File: src/verilog/npp_defs.svh
`ifndef NPP_DEFS_SVH
`define NPP_DEFS_SVH

// -----------------------------------------------------------------------
// Message layout values.
// -----------------------------------------------------------------------
`define NPP_VER       8'h00
`define NPP_FWD_ID    8'h00
`define NPP_MID_MIN   8'h14
`define NPP_MID_MAX   8'h1C
`define NPP_BID_MIN   8'h01
`define NPP_BID_MAX   8'h0E
`define NPP_TERM      8'hFF
`define NPP_BLK_HDR   8'h02
`define NPP_ONE       8'h01
`define NPP_ZERO8     8'h00

// -----------------------------------------------------------------------
// Relay header address ranges and octet positions.
// -----------------------------------------------------------------------
`define NPP_ADDR_UNK  8'h00
`define NPP_ADDR_1    8'h01
`define NPP_ADDR_2    8'h02
`define NPP_ADDR_LO   8'h04
`define NPP_ADDR_HI   8'h5F
`define NPP_ADDR_ALL  8'h7F
`define NPP_HIDX_SRC  2'h0
`define NPP_HIDX_FWD  2'h1
`define NPP_HIDX_DST  2'h2
`define NPP_HIDX_ONE  2'h1

`endif

File: src/verilog/npp_pkg.sv
package npp_pkg;

    // -------------------------------------------------------------------
    // Parser states and result codes.
    // -------------------------------------------------------------------
    typedef enum logic [3:0] {
        NPP_S_IDLE  = 4'h0,
        NPP_S_MID   = 4'h1,
        NPP_S_MLEN  = 4'h3,
        NPP_S_MBODY = 4'h2,
        NPP_S_BID   = 4'h6,
        NPP_S_BLEN  = 4'h7,
        NPP_S_BBODY = 4'h5,
        NPP_S_DONE  = 4'h4,
        NPP_S_HDR   = 4'h9,
        NPP_S_DROP  = 4'h8
    } npp_st_e;

    typedef enum logic [1:0] {
        NPP_RES_OK    = 2'h0,
        NPP_RES_SKIP  = 2'h1,
        NPP_RES_TRUNC = 2'h2,
        NPP_RES_DROP  = 2'h3
    } npp_res_e;

    // -------------------------------------------------------------------
    // Carriers.
    // -------------------------------------------------------------------
    typedef struct packed {
        logic       valid;
        logic       sof;
        logic       eof;
        logic [7:0] data;
    } npp_oct_s;

    typedef struct packed {
        logic       valid;
        npp_res_e   res;
        logic [7:0] id;
    } npp_rep_s;

    typedef struct packed {
        logic       valid;
        logic [7:0] id;
        logic [7:0] data;
    } npp_dat_s;

    typedef struct packed {
        logic       valid;
        logic [7:0] dest;
    } npp_rly_s;

    typedef struct packed {
        npp_st_e    st;
        logic [7:0] cnt;
        logic [1:0] hidx;
        logic       hdr_seen;
        logic [7:0] src;
        logic [7:0] fwd;
        logic [7:0] dst;
        logic [7:0] mid;
        logic [7:0] bid;
        logic       jv;
        logic [7:0] ja;
    } npp_ctx_s;

    // True when v lies in lo..hi inclusive.
    function automatic logic npp_in_rng(input logic [7:0] v,
                                        input logic [7:0] lo,
                                        input logic [7:0] hi);
        npp_in_rng = (v >= lo) && (v <= hi);
    endfunction

endpackage

File: src/verilog/npp_parser.sv
// Functional notes
// - First octet is the version; anything but zero drops the message.
// - Fields are taken most significant octet first; spare bits ignored.
// - Any bad relay header field discards the whole message.
// - Only message identifiers 20 to 28 are accepted; others discard.
// - Message length past the frame end drops the rest of the message.
// - Unknown data block identifier skips only that block.
// - Block length past frame end drops rest; earlier blocks stand.
// - Other bad field in a data block drops only that block.
// - Other bad field in the message part discards the whole message.
// - Relay header is id 0, source, relay station, destination octets.
// - Source address valid only for 1, 2 or 4 to 95.
// - Relay station address valid only for 0 (unknown) or 4 to 95.
// - Destination address valid only for 1, 2, 4 to 95 or 127.
// - Established station named as relay re-sends to the destination.
// - Relaying station passes responses back to the relayed joiner.
// - Every block is identifier, length, then n fields; n+2 octets.
// - Terminating block is the single octet 255.
// - Everything after the terminating block is ignored.
`timescale 1ns/100ps
`default_nettype none
`include "npp_defs.svh"

module npp_parser (
    input  wire logic              clk,
    input  wire logic              nrst,
    input  wire npp_pkg::npp_oct_s oct_in,
    input  wire logic [7:0]        own_addr,
    input  wire logic              established,
    output wire npp_pkg::npp_dat_s dat_out,
    output wire npp_pkg::npp_rep_s blk_out,
    output wire npp_pkg::npp_rep_s msg_out,
    output wire npp_pkg::npp_rly_s rly_out
);
    import npp_pkg::*;

    // -------------------------------------------------------------------
    // State and input decode.
    // -------------------------------------------------------------------
    npp_ctx_s ctx_r;
    npp_ctx_s ctx_nxt;
    npp_dat_s dat_r;
    npp_dat_s dat_nxt;
    npp_rep_s blk_r;
    npp_rep_s blk_nxt;
    npp_rep_s msg_r;
    npp_rep_s msg_nxt;
    npp_rly_s rly_r;
    npp_rly_s rly_nxt;

    // Octet strobe, octet data and the decodes used by the walker.
    wire logic       take;
    wire logic [7:0] d;
    wire logic       mid_ok;
    wire logic       bid_ok;
    wire logic       short_len;
    wire logic       last_body;
    wire logic [7:0] len_body;
    wire logic [7:0] hdr_dst;
    wire logic       hdr_ok;
    wire logic       relay_hit;
    wire logic       relay_back;
    assign take      = oct_in.valid;
    assign d         = oct_in.data;
    assign mid_ok    = npp_in_rng(d, `NPP_MID_MIN, `NPP_MID_MAX);
    assign bid_ok    = npp_in_rng(ctx_r.bid, `NPP_BID_MIN,
                                  `NPP_BID_MAX);
    assign short_len = d < `NPP_BLK_HDR;
    assign len_body  = d - `NPP_BLK_HDR;
    assign last_body = ctx_r.cnt == `NPP_ONE;
    assign hdr_dst   = (ctx_r.st == NPP_S_HDR) ? d : ctx_r.dst;

    // Relay header check and relay decision.
    npp_fwd_chk u_fwd (
        .src         (ctx_r.src),
        .fwd         (ctx_r.fwd),
        .dst         (hdr_dst),
        .own_addr    (own_addr),
        .established (established),
        .joiner_v    (ctx_r.jv),
        .joiner_addr (ctx_r.ja),
        .hdr_ok      (hdr_ok),
        .relay_hit   (relay_hit),
        .relay_back  (relay_back)
    );

    // -------------------------------------------------------------------
    // Octet walker.
    // -------------------------------------------------------------------
    // One octet is consumed per strobe; verdicts leave as one-cycle pulses.
    always_comb begin
        ctx_nxt = ctx_r;
        dat_nxt = '0;
        blk_nxt = '0;
        msg_nxt = '0;
        rly_nxt = '0;
        if (take) begin
            if (oct_in.sof) begin
                ctx_nxt.hdr_seen = 1'b0;
                if (d == `NPP_VER) begin
                    ctx_nxt.st = NPP_S_MID;
                end else begin
                    ctx_nxt.st = NPP_S_DROP;
                    msg_nxt = '{1'b1, NPP_RES_DROP, `NPP_ZERO8};
                end
            end else begin
                unique case (ctx_r.st)
                    NPP_S_IDLE, NPP_S_DONE, NPP_S_DROP: begin
                        ctx_nxt.st = ctx_r.st;
                    end
                    NPP_S_MID: begin
                        if (d == `NPP_FWD_ID && !ctx_r.hdr_seen) begin
                            ctx_nxt.st       = NPP_S_HDR;
                            ctx_nxt.hidx     = `NPP_HIDX_SRC;
                            ctx_nxt.hdr_seen = 1'b1;
                        end else if (mid_ok) begin
                            ctx_nxt.mid = d;
                            ctx_nxt.st  = NPP_S_MLEN;
                        end else begin
                            ctx_nxt.st = NPP_S_DROP;
                            msg_nxt = '{1'b1, NPP_RES_DROP, d};
                        end
                    end
                    NPP_S_HDR: begin
                        ctx_nxt.hidx = ctx_r.hidx + `NPP_HIDX_ONE;
                        if (ctx_r.hidx == `NPP_HIDX_SRC) begin
                            ctx_nxt.src = d;
                        end else if (ctx_r.hidx == `NPP_HIDX_FWD) begin
                            ctx_nxt.fwd = d;
                        end else begin
                            ctx_nxt.dst = d;
                            if (hdr_ok) begin
                                ctx_nxt.st = NPP_S_MID;
                            end else begin
                                ctx_nxt.st = NPP_S_DROP;
                                msg_nxt = '{1'b1, NPP_RES_DROP, `NPP_ZERO8};
                            end
                        end
                    end
                    NPP_S_MLEN: begin
                        if (short_len) begin
                            ctx_nxt.st = NPP_S_DROP;
                            msg_nxt = '{1'b1, NPP_RES_DROP, ctx_r.mid};
                        end else begin
                            ctx_nxt.cnt = len_body;
                            ctx_nxt.st  = (len_body == `NPP_ZERO8) ?
                                          NPP_S_BID : NPP_S_MBODY;
                        end
                    end
                    NPP_S_MBODY: begin
                        dat_nxt     = '{1'b1, ctx_r.mid, d};
                        ctx_nxt.cnt = ctx_r.cnt - `NPP_ONE;
                        if (last_body) begin
                            ctx_nxt.st = NPP_S_BID;
                        end
                    end
                    NPP_S_BID: begin
                        if (d == `NPP_TERM) begin
                            ctx_nxt.st = NPP_S_DONE;
                            msg_nxt = '{1'b1, NPP_RES_OK, ctx_r.mid};
                            if (ctx_r.hdr_seen && relay_hit) begin
                                rly_nxt    = '{1'b1, ctx_r.dst};
                                ctx_nxt.jv = 1'b1;
                                ctx_nxt.ja = ctx_r.src;
                            end else if (ctx_r.hdr_seen && relay_back) begin
                                rly_nxt = '{1'b1, ctx_r.ja};
                            end
                        end else begin
                            ctx_nxt.bid = d;
                            ctx_nxt.st  = NPP_S_BLEN;
                        end
                    end
                    NPP_S_BLEN: begin
                        if (short_len) begin
                            ctx_nxt.st = NPP_S_BID;
                            blk_nxt = '{1'b1, NPP_RES_SKIP, ctx_r.bid};
                        end else if (len_body == `NPP_ZERO8) begin
                            ctx_nxt.st = NPP_S_BID;
                            blk_nxt = '{1'b1, bid_ok ? NPP_RES_OK :
                                        NPP_RES_SKIP, ctx_r.bid};
                        end else begin
                            ctx_nxt.cnt = len_body;
                            ctx_nxt.st  = NPP_S_BBODY;
                        end
                    end
                    NPP_S_BBODY: begin
                        dat_nxt = '{bid_ok, ctx_r.bid, d};
                        ctx_nxt.cnt = ctx_r.cnt - `NPP_ONE;
                        if (last_body) begin
                            ctx_nxt.st = NPP_S_BID;
                            blk_nxt = '{1'b1, bid_ok ? NPP_RES_OK :
                                        NPP_RES_SKIP, ctx_r.bid};
                        end
                    end
                endcase
            end
            // Frame end: an unfinished message or block is truncated.
            if (oct_in.eof) begin
                if (ctx_nxt.st == NPP_S_BLEN ||
                    ctx_nxt.st == NPP_S_BBODY) begin
                    blk_nxt = '{1'b1, NPP_RES_TRUNC, ctx_nxt.bid};
                end
                if (ctx_nxt.st != NPP_S_DONE && ctx_nxt.st != NPP_S_DROP &&
                    ctx_nxt.st != NPP_S_IDLE) begin
                    msg_nxt = '{1'b1, NPP_RES_TRUNC, ctx_nxt.mid};
                end
                ctx_nxt.st = NPP_S_IDLE;
            end
        end
    end

    // -------------------------------------------------------------------
    // Registers.
    // -------------------------------------------------------------------
    // Context and all outputs are flip-flops cleared by reset.
    always_ff @(posedge clk or negedge nrst) begin
        if (!nrst) begin
            ctx_r <= '{NPP_S_IDLE, 8'h00, 2'h0, 1'b0, 8'h00, 8'h00,
                       8'h00, 8'h00, 8'h00, 1'b0, 8'h00};
            dat_r <= '0;
            blk_r <= '0;
            msg_r <= '0;
            rly_r <= '0;
        end else begin
            ctx_r <= ctx_nxt;
            dat_r <= dat_nxt;
            blk_r <= blk_nxt;
            msg_r <= msg_nxt;
            rly_r <= rly_nxt;
        end
    end

    assign dat_out = dat_r;
    assign blk_out = blk_r;
    assign msg_out = msg_r;
    assign rly_out = rly_r;

    wire logic mid_oct;
    assign mid_oct = take && !oct_in.sof && !oct_in.eof;
endmodule // npp_parser
`default_nettype wire

File: src/verilog/npp_fwd_chk.sv
`timescale 1ns/100ps
`default_nettype none
`include "npp_defs.svh"

module npp_fwd_chk (
    input  wire logic [7:0] src,
    input  wire logic [7:0] fwd,
    input  wire logic [7:0] dst,
    input  wire logic [7:0] own_addr,
    input  wire logic       established,
    input  wire logic       joiner_v,
    input  wire logic [7:0] joiner_addr,
    output wire logic       hdr_ok,
    output wire logic       relay_hit,
    output wire logic       relay_back
);
    import npp_pkg::*;

    // -------------------------------------------------------------------
    // Address field checks.
    // -------------------------------------------------------------------
    // Station range shared by all three address octets.
    wire logic src_ok;
    wire logic fwd_ok;
    wire logic dst_ok;
    assign src_ok = (src == `NPP_ADDR_1) || (src == `NPP_ADDR_2) ||
                    npp_in_rng(src, `NPP_ADDR_LO, `NPP_ADDR_HI);
    assign fwd_ok = (fwd == `NPP_ADDR_UNK) ||
                    npp_in_rng(fwd, `NPP_ADDR_LO, `NPP_ADDR_HI);
    assign dst_ok = (dst == `NPP_ADDR_1) || (dst == `NPP_ADDR_2) ||
                    (dst == `NPP_ADDR_ALL) ||
                    npp_in_rng(dst, `NPP_ADDR_LO, `NPP_ADDR_HI);
    assign hdr_ok = src_ok && fwd_ok && dst_ok;

    // -------------------------------------------------------------------
    // Relay decisions.
    // -------------------------------------------------------------------
    // Unknown forwarder never matches, since a forwarder octet of zero is excluded.
    assign relay_hit  = established && (fwd == own_addr) &&
                        (fwd != `NPP_ADDR_UNK);
    // Answers headed for a joiner we relayed for go back to it.
    assign relay_back = established && joiner_v && !relay_hit &&
                        (dst == joiner_addr);

endmodule // npp_fwd_chk
`default_nettype wire

File: config.mk
export PLATFORM = sky130hd
export DESIGN_NAME = npp_parser
export DESIGN_NICKNAME = d
export VERILOG_FILES = /design/src/verilog/npp_pkg.sv /design/src/verilog/npp_parser.sv /design/src/verilog/npp_fwd_chk.sv
export VERILOG_INCLUDE_DIRS = /design/src /design/src/verilog
export SDC_FILE = /design/constraint.sdc
export NUM_CORES = 1
export LEC_CHECK = 0
export BUFFER_PORTS_ARGS = -buffer_cell sky130_fd_sc_hd__buf_4
export CAP_MARGIN = 10
export CORE_AREA = 2 2 111 113
export DETAILED_ROUTE_END_ITERATION = 10
export DIE_AREA = 0 0 113 115
export PLACE_DENSITY = 0.74
export SLEW_MARGIN = 15
export SYNTH_ARGS = -nofsm -noshare
export SYNTH_HDL_FRONTEND = slang
export SYNTH_SLANG_ARGS = --single-unit
File: constraint.sdc
create_clock -name clk -period 4.14 [get_ports clk]
set_clock_uncertainty 0.05 [all_clocks]
set_input_delay 0 -clock clk [delete_from_list [all_inputs] [get_ports clk]]
set_output_delay 0 -clock clk [all_outputs]
set_load 0.03 [all_outputs]
==> flow_summary.yaml <==
clocking:
  clock_path_buffers: 2
  cts.sinks: 112
  cts_buffers: 9
  cts_root_buf: "clkbuf_16"
  htree_levels: 3
  clkTransAtPathRegs_ns: 0.08
  clkLatencyLatePin_ns: 0.35
  cts_tree: "done"
  cts_resized: 0
setup_path:
  crit_type: "reg2reg"
  r2r_cells: 8
  cp.required_ns: 4.38
  cp-end-kind: "flop"
  worst_ep_arrival_time_ns: 3.47
  critPathMaxFanout: 25
  critPathLaunchType: "flop"
synthesis:
  avgSynthCellArea_um2: 9.891
  syn_inst: 579
  synth-edff-count: 0
  syn_nets: 606
  ys_warn_count: 0
  yosys.cell_count.top_type: "dfrtp_1"
  seq_area_frac_synth_pct: 48.94
  synth_area_um2: 5727
  ys_ff_latch: 112
  ys_top_cells_by_area: "dfrtp_1 49%, mux2_2 5.7%, nor2_1 3.7%, o21ai_0 3.0%, nand2_1 2.9%"
  synthTopCellsByCount: "112 x dfrtp_1, 56 x nor2_1, 44 x nand2_1, 34 x o21ai_0, 29 x mux2_2"
  synth_top_cell_by_area: "dfrtp_1"
  ys_types: 63
  ys_async_sr_fraction_pct: 100.0
  netlist.area_leader.share_pct: 48.94
  synthFlopType: "dfrtp_1"
placement:
  gp_congestion: 0.9118
  dp_hpwl_mm: 10.28
  io_buffer_count: 69
  pre_cts_slack_ns: 1.017
power:
  internal_power_mw: 1.667
  p_clk_share_pct: 41.2
  p_leak_nw: 3.123
  max-vdd-ir-drop_v: 0.0001614
  pwr-share-seq_pct: 51.2
  finalPower_mw: 2.211
  p_comb_share_pct: 7.7
  power_density_nw_per_um2: 328.8
  power.switching_mw: 0.5442
  p_sw_share_pct: 24.62
min_path:
  holdPathStages: 2
  hold_class: "in2reg"
drt:
  routed_wirelength_mm: 14.87
  post_drt_wl_per_cell_um: 18.80
  drcViolationCount: 2
  drt_iter0_drc: 349
  drtAntennaViolNets: 0
  viasPerCell: 5.963
  dr.pass1.iters: 8
  num_vias: 4717
global_routing:
  grt_pass1_vias: 4610
  track_usage_pct: 23.64
  antenna_found_initial: 0
  grt_max_degree: 56
  grt_pass1_wl_mm: 23.98
  grt_overflow: 0
timing:
  worst_hold_slack_ns: 0.008294
  fin_crit_sh_pct: 77.90
  hold_viol: 0
  worst_pin_slew_ns: 1.010
  timing.final.crit_period_ns: 3.225
  setup_violations: 0
  slew_violations: 0
  fmax_ghz: 0.3101
  tns_ns: 0
  rsz0062_at_grt: "false"
  fin_ws_ns: 0.9150
  slew_headroom_pct: 32.42
layout:
  antenna_cells: 0
  ff_latch_area_um2: 2803
  fillers: 1039
  drive_above_1_share_pct: 20.34
  layout.nets: 666
  multi_input_area_um2: 2673
  area_growth_pct: 17.41
  post-route-util_pct: 56.93
run:
  cap_viol_max_count: 0
run_status:
  violations: "DRC"
  status: "complete, but fails checks"
floorplan:
  dieArea_um2: 13000
  core_area_um2: 11810
  start_util_pct: 48.49
  die_h_um: 115
  row_count: 40
  io_pins: 70
  die_x_um: 113
==> flip-flops by register name, summed over array words and instances, names as in the netlist <==
register	cells
blk_out	11
dat_out	17
msg_out	11
ctx_r	64
rly_out	9
==> layout make-up <==
class                   count  share of cell area (%)
inverters                  22                   1.228
clock buffers              10                   3.554
multi-input cells         409                   39.75
clock inverters             6                   1.116
repair buffers             85                   9.937
flip-flops and latches    112                   41.68
well taps                 147                   2.735
==> what timing repair did <==
item,4_1_cts,5_1_grt
setup buffers,0,0
setup endpoints to repair,0,0
endpoints found under the hold margin,124,0
hold buffers,12,0
==> power groups by stage <==
stage	registers (mW)	logic (mW)	clock network [mW]
after floorplan	1.15	0.0842	0
after global placement	1.15	0.155	0
after detailed placement	1.15	0.161	0
after CTS	1.13	0.170	0.920
after global routing	1.13	0.188	0.966
final	1.13	0.169	0.910
==> routing by layer <==
metal	track usage (%)	part of all wire (%)
met1	32.26	44
met2	37.01	46
met3	4.481	6.3
met4	10.81	3.1
met5	0	0
==> layout by cell type, fill, tap and decap left out, types with 5 or more instances in the layout <==
cell type      count
dfrtp_1          112
buf_4             73
nor2_1            56
nand2_1           44
o21ai_0           33
mux2_2            29
inv_1             22
a21oi_1           21
nor3_1            16
o22ai_1           15
a22oi_1           15
xnor2_1           14
nand3_1           14
mux2i_1           14
nand4_1           13
dlygate4sd3_1     12
nand2b_1          10
o22a_1             9
and3_1             9
clkbuf_16          9
nor4_1             7
and2_1             7
xor2_1             6
nor2b_1            6
or3_1              6
o211ai_1           5
ha_1               5
==> kinds of logic after synthesis <==
family | Yosys count | share of synthesized area, %
buffers and inverters | 58 | 4.392
adders and majority gates | 5 | 1.092
muxes | 43 | 8.149
DFF | 112 | 48.94
and+or+nand+nor | 205 | 18.22
xor gates and xnor gates | 20 | 3.059
AOI/OAI and AO/OA | 136 | 16.15
==> critical path: stages (launching register included) <==
cell and delay (ns):
dfrtp_1 0.69, and4bb_1 0.87, nor2b_1 0.25, a32oi_1 0.13, a21oi_1 0.27, o21ai_0 0.20
a21oi_2 0.16, and3_1 0.35, o22a_1 0.18
==> through the flow <==
step | area (um2) | cells
final | 6724 | 791
after global routing | 6724 | 791
after CTS | 6724 | 791
after detailed placement | 6290 | 763
after global placement | 6290 | 763
after floorplan | 5727 | 579
==> path summary, 6_finish.rpt <==
kind                                 from          to  slack, ns
worst max-delay path            ctx_r[60]   ctx_r[14]       0.91
worst min-delay path            oct_in[4]  dat_out[4]      0.008
worst max register to register  ctx_r[60]   ctx_r[14]       0.91
worst min register to register   ctx_r[8]    ctx_r[8]       0.43
max in group asynchronous            nrst  rly_out[6]       2.97
min in group asynchronous            nrst   ctx_r[42]       0.27
(Power assumes the default switching activity.)
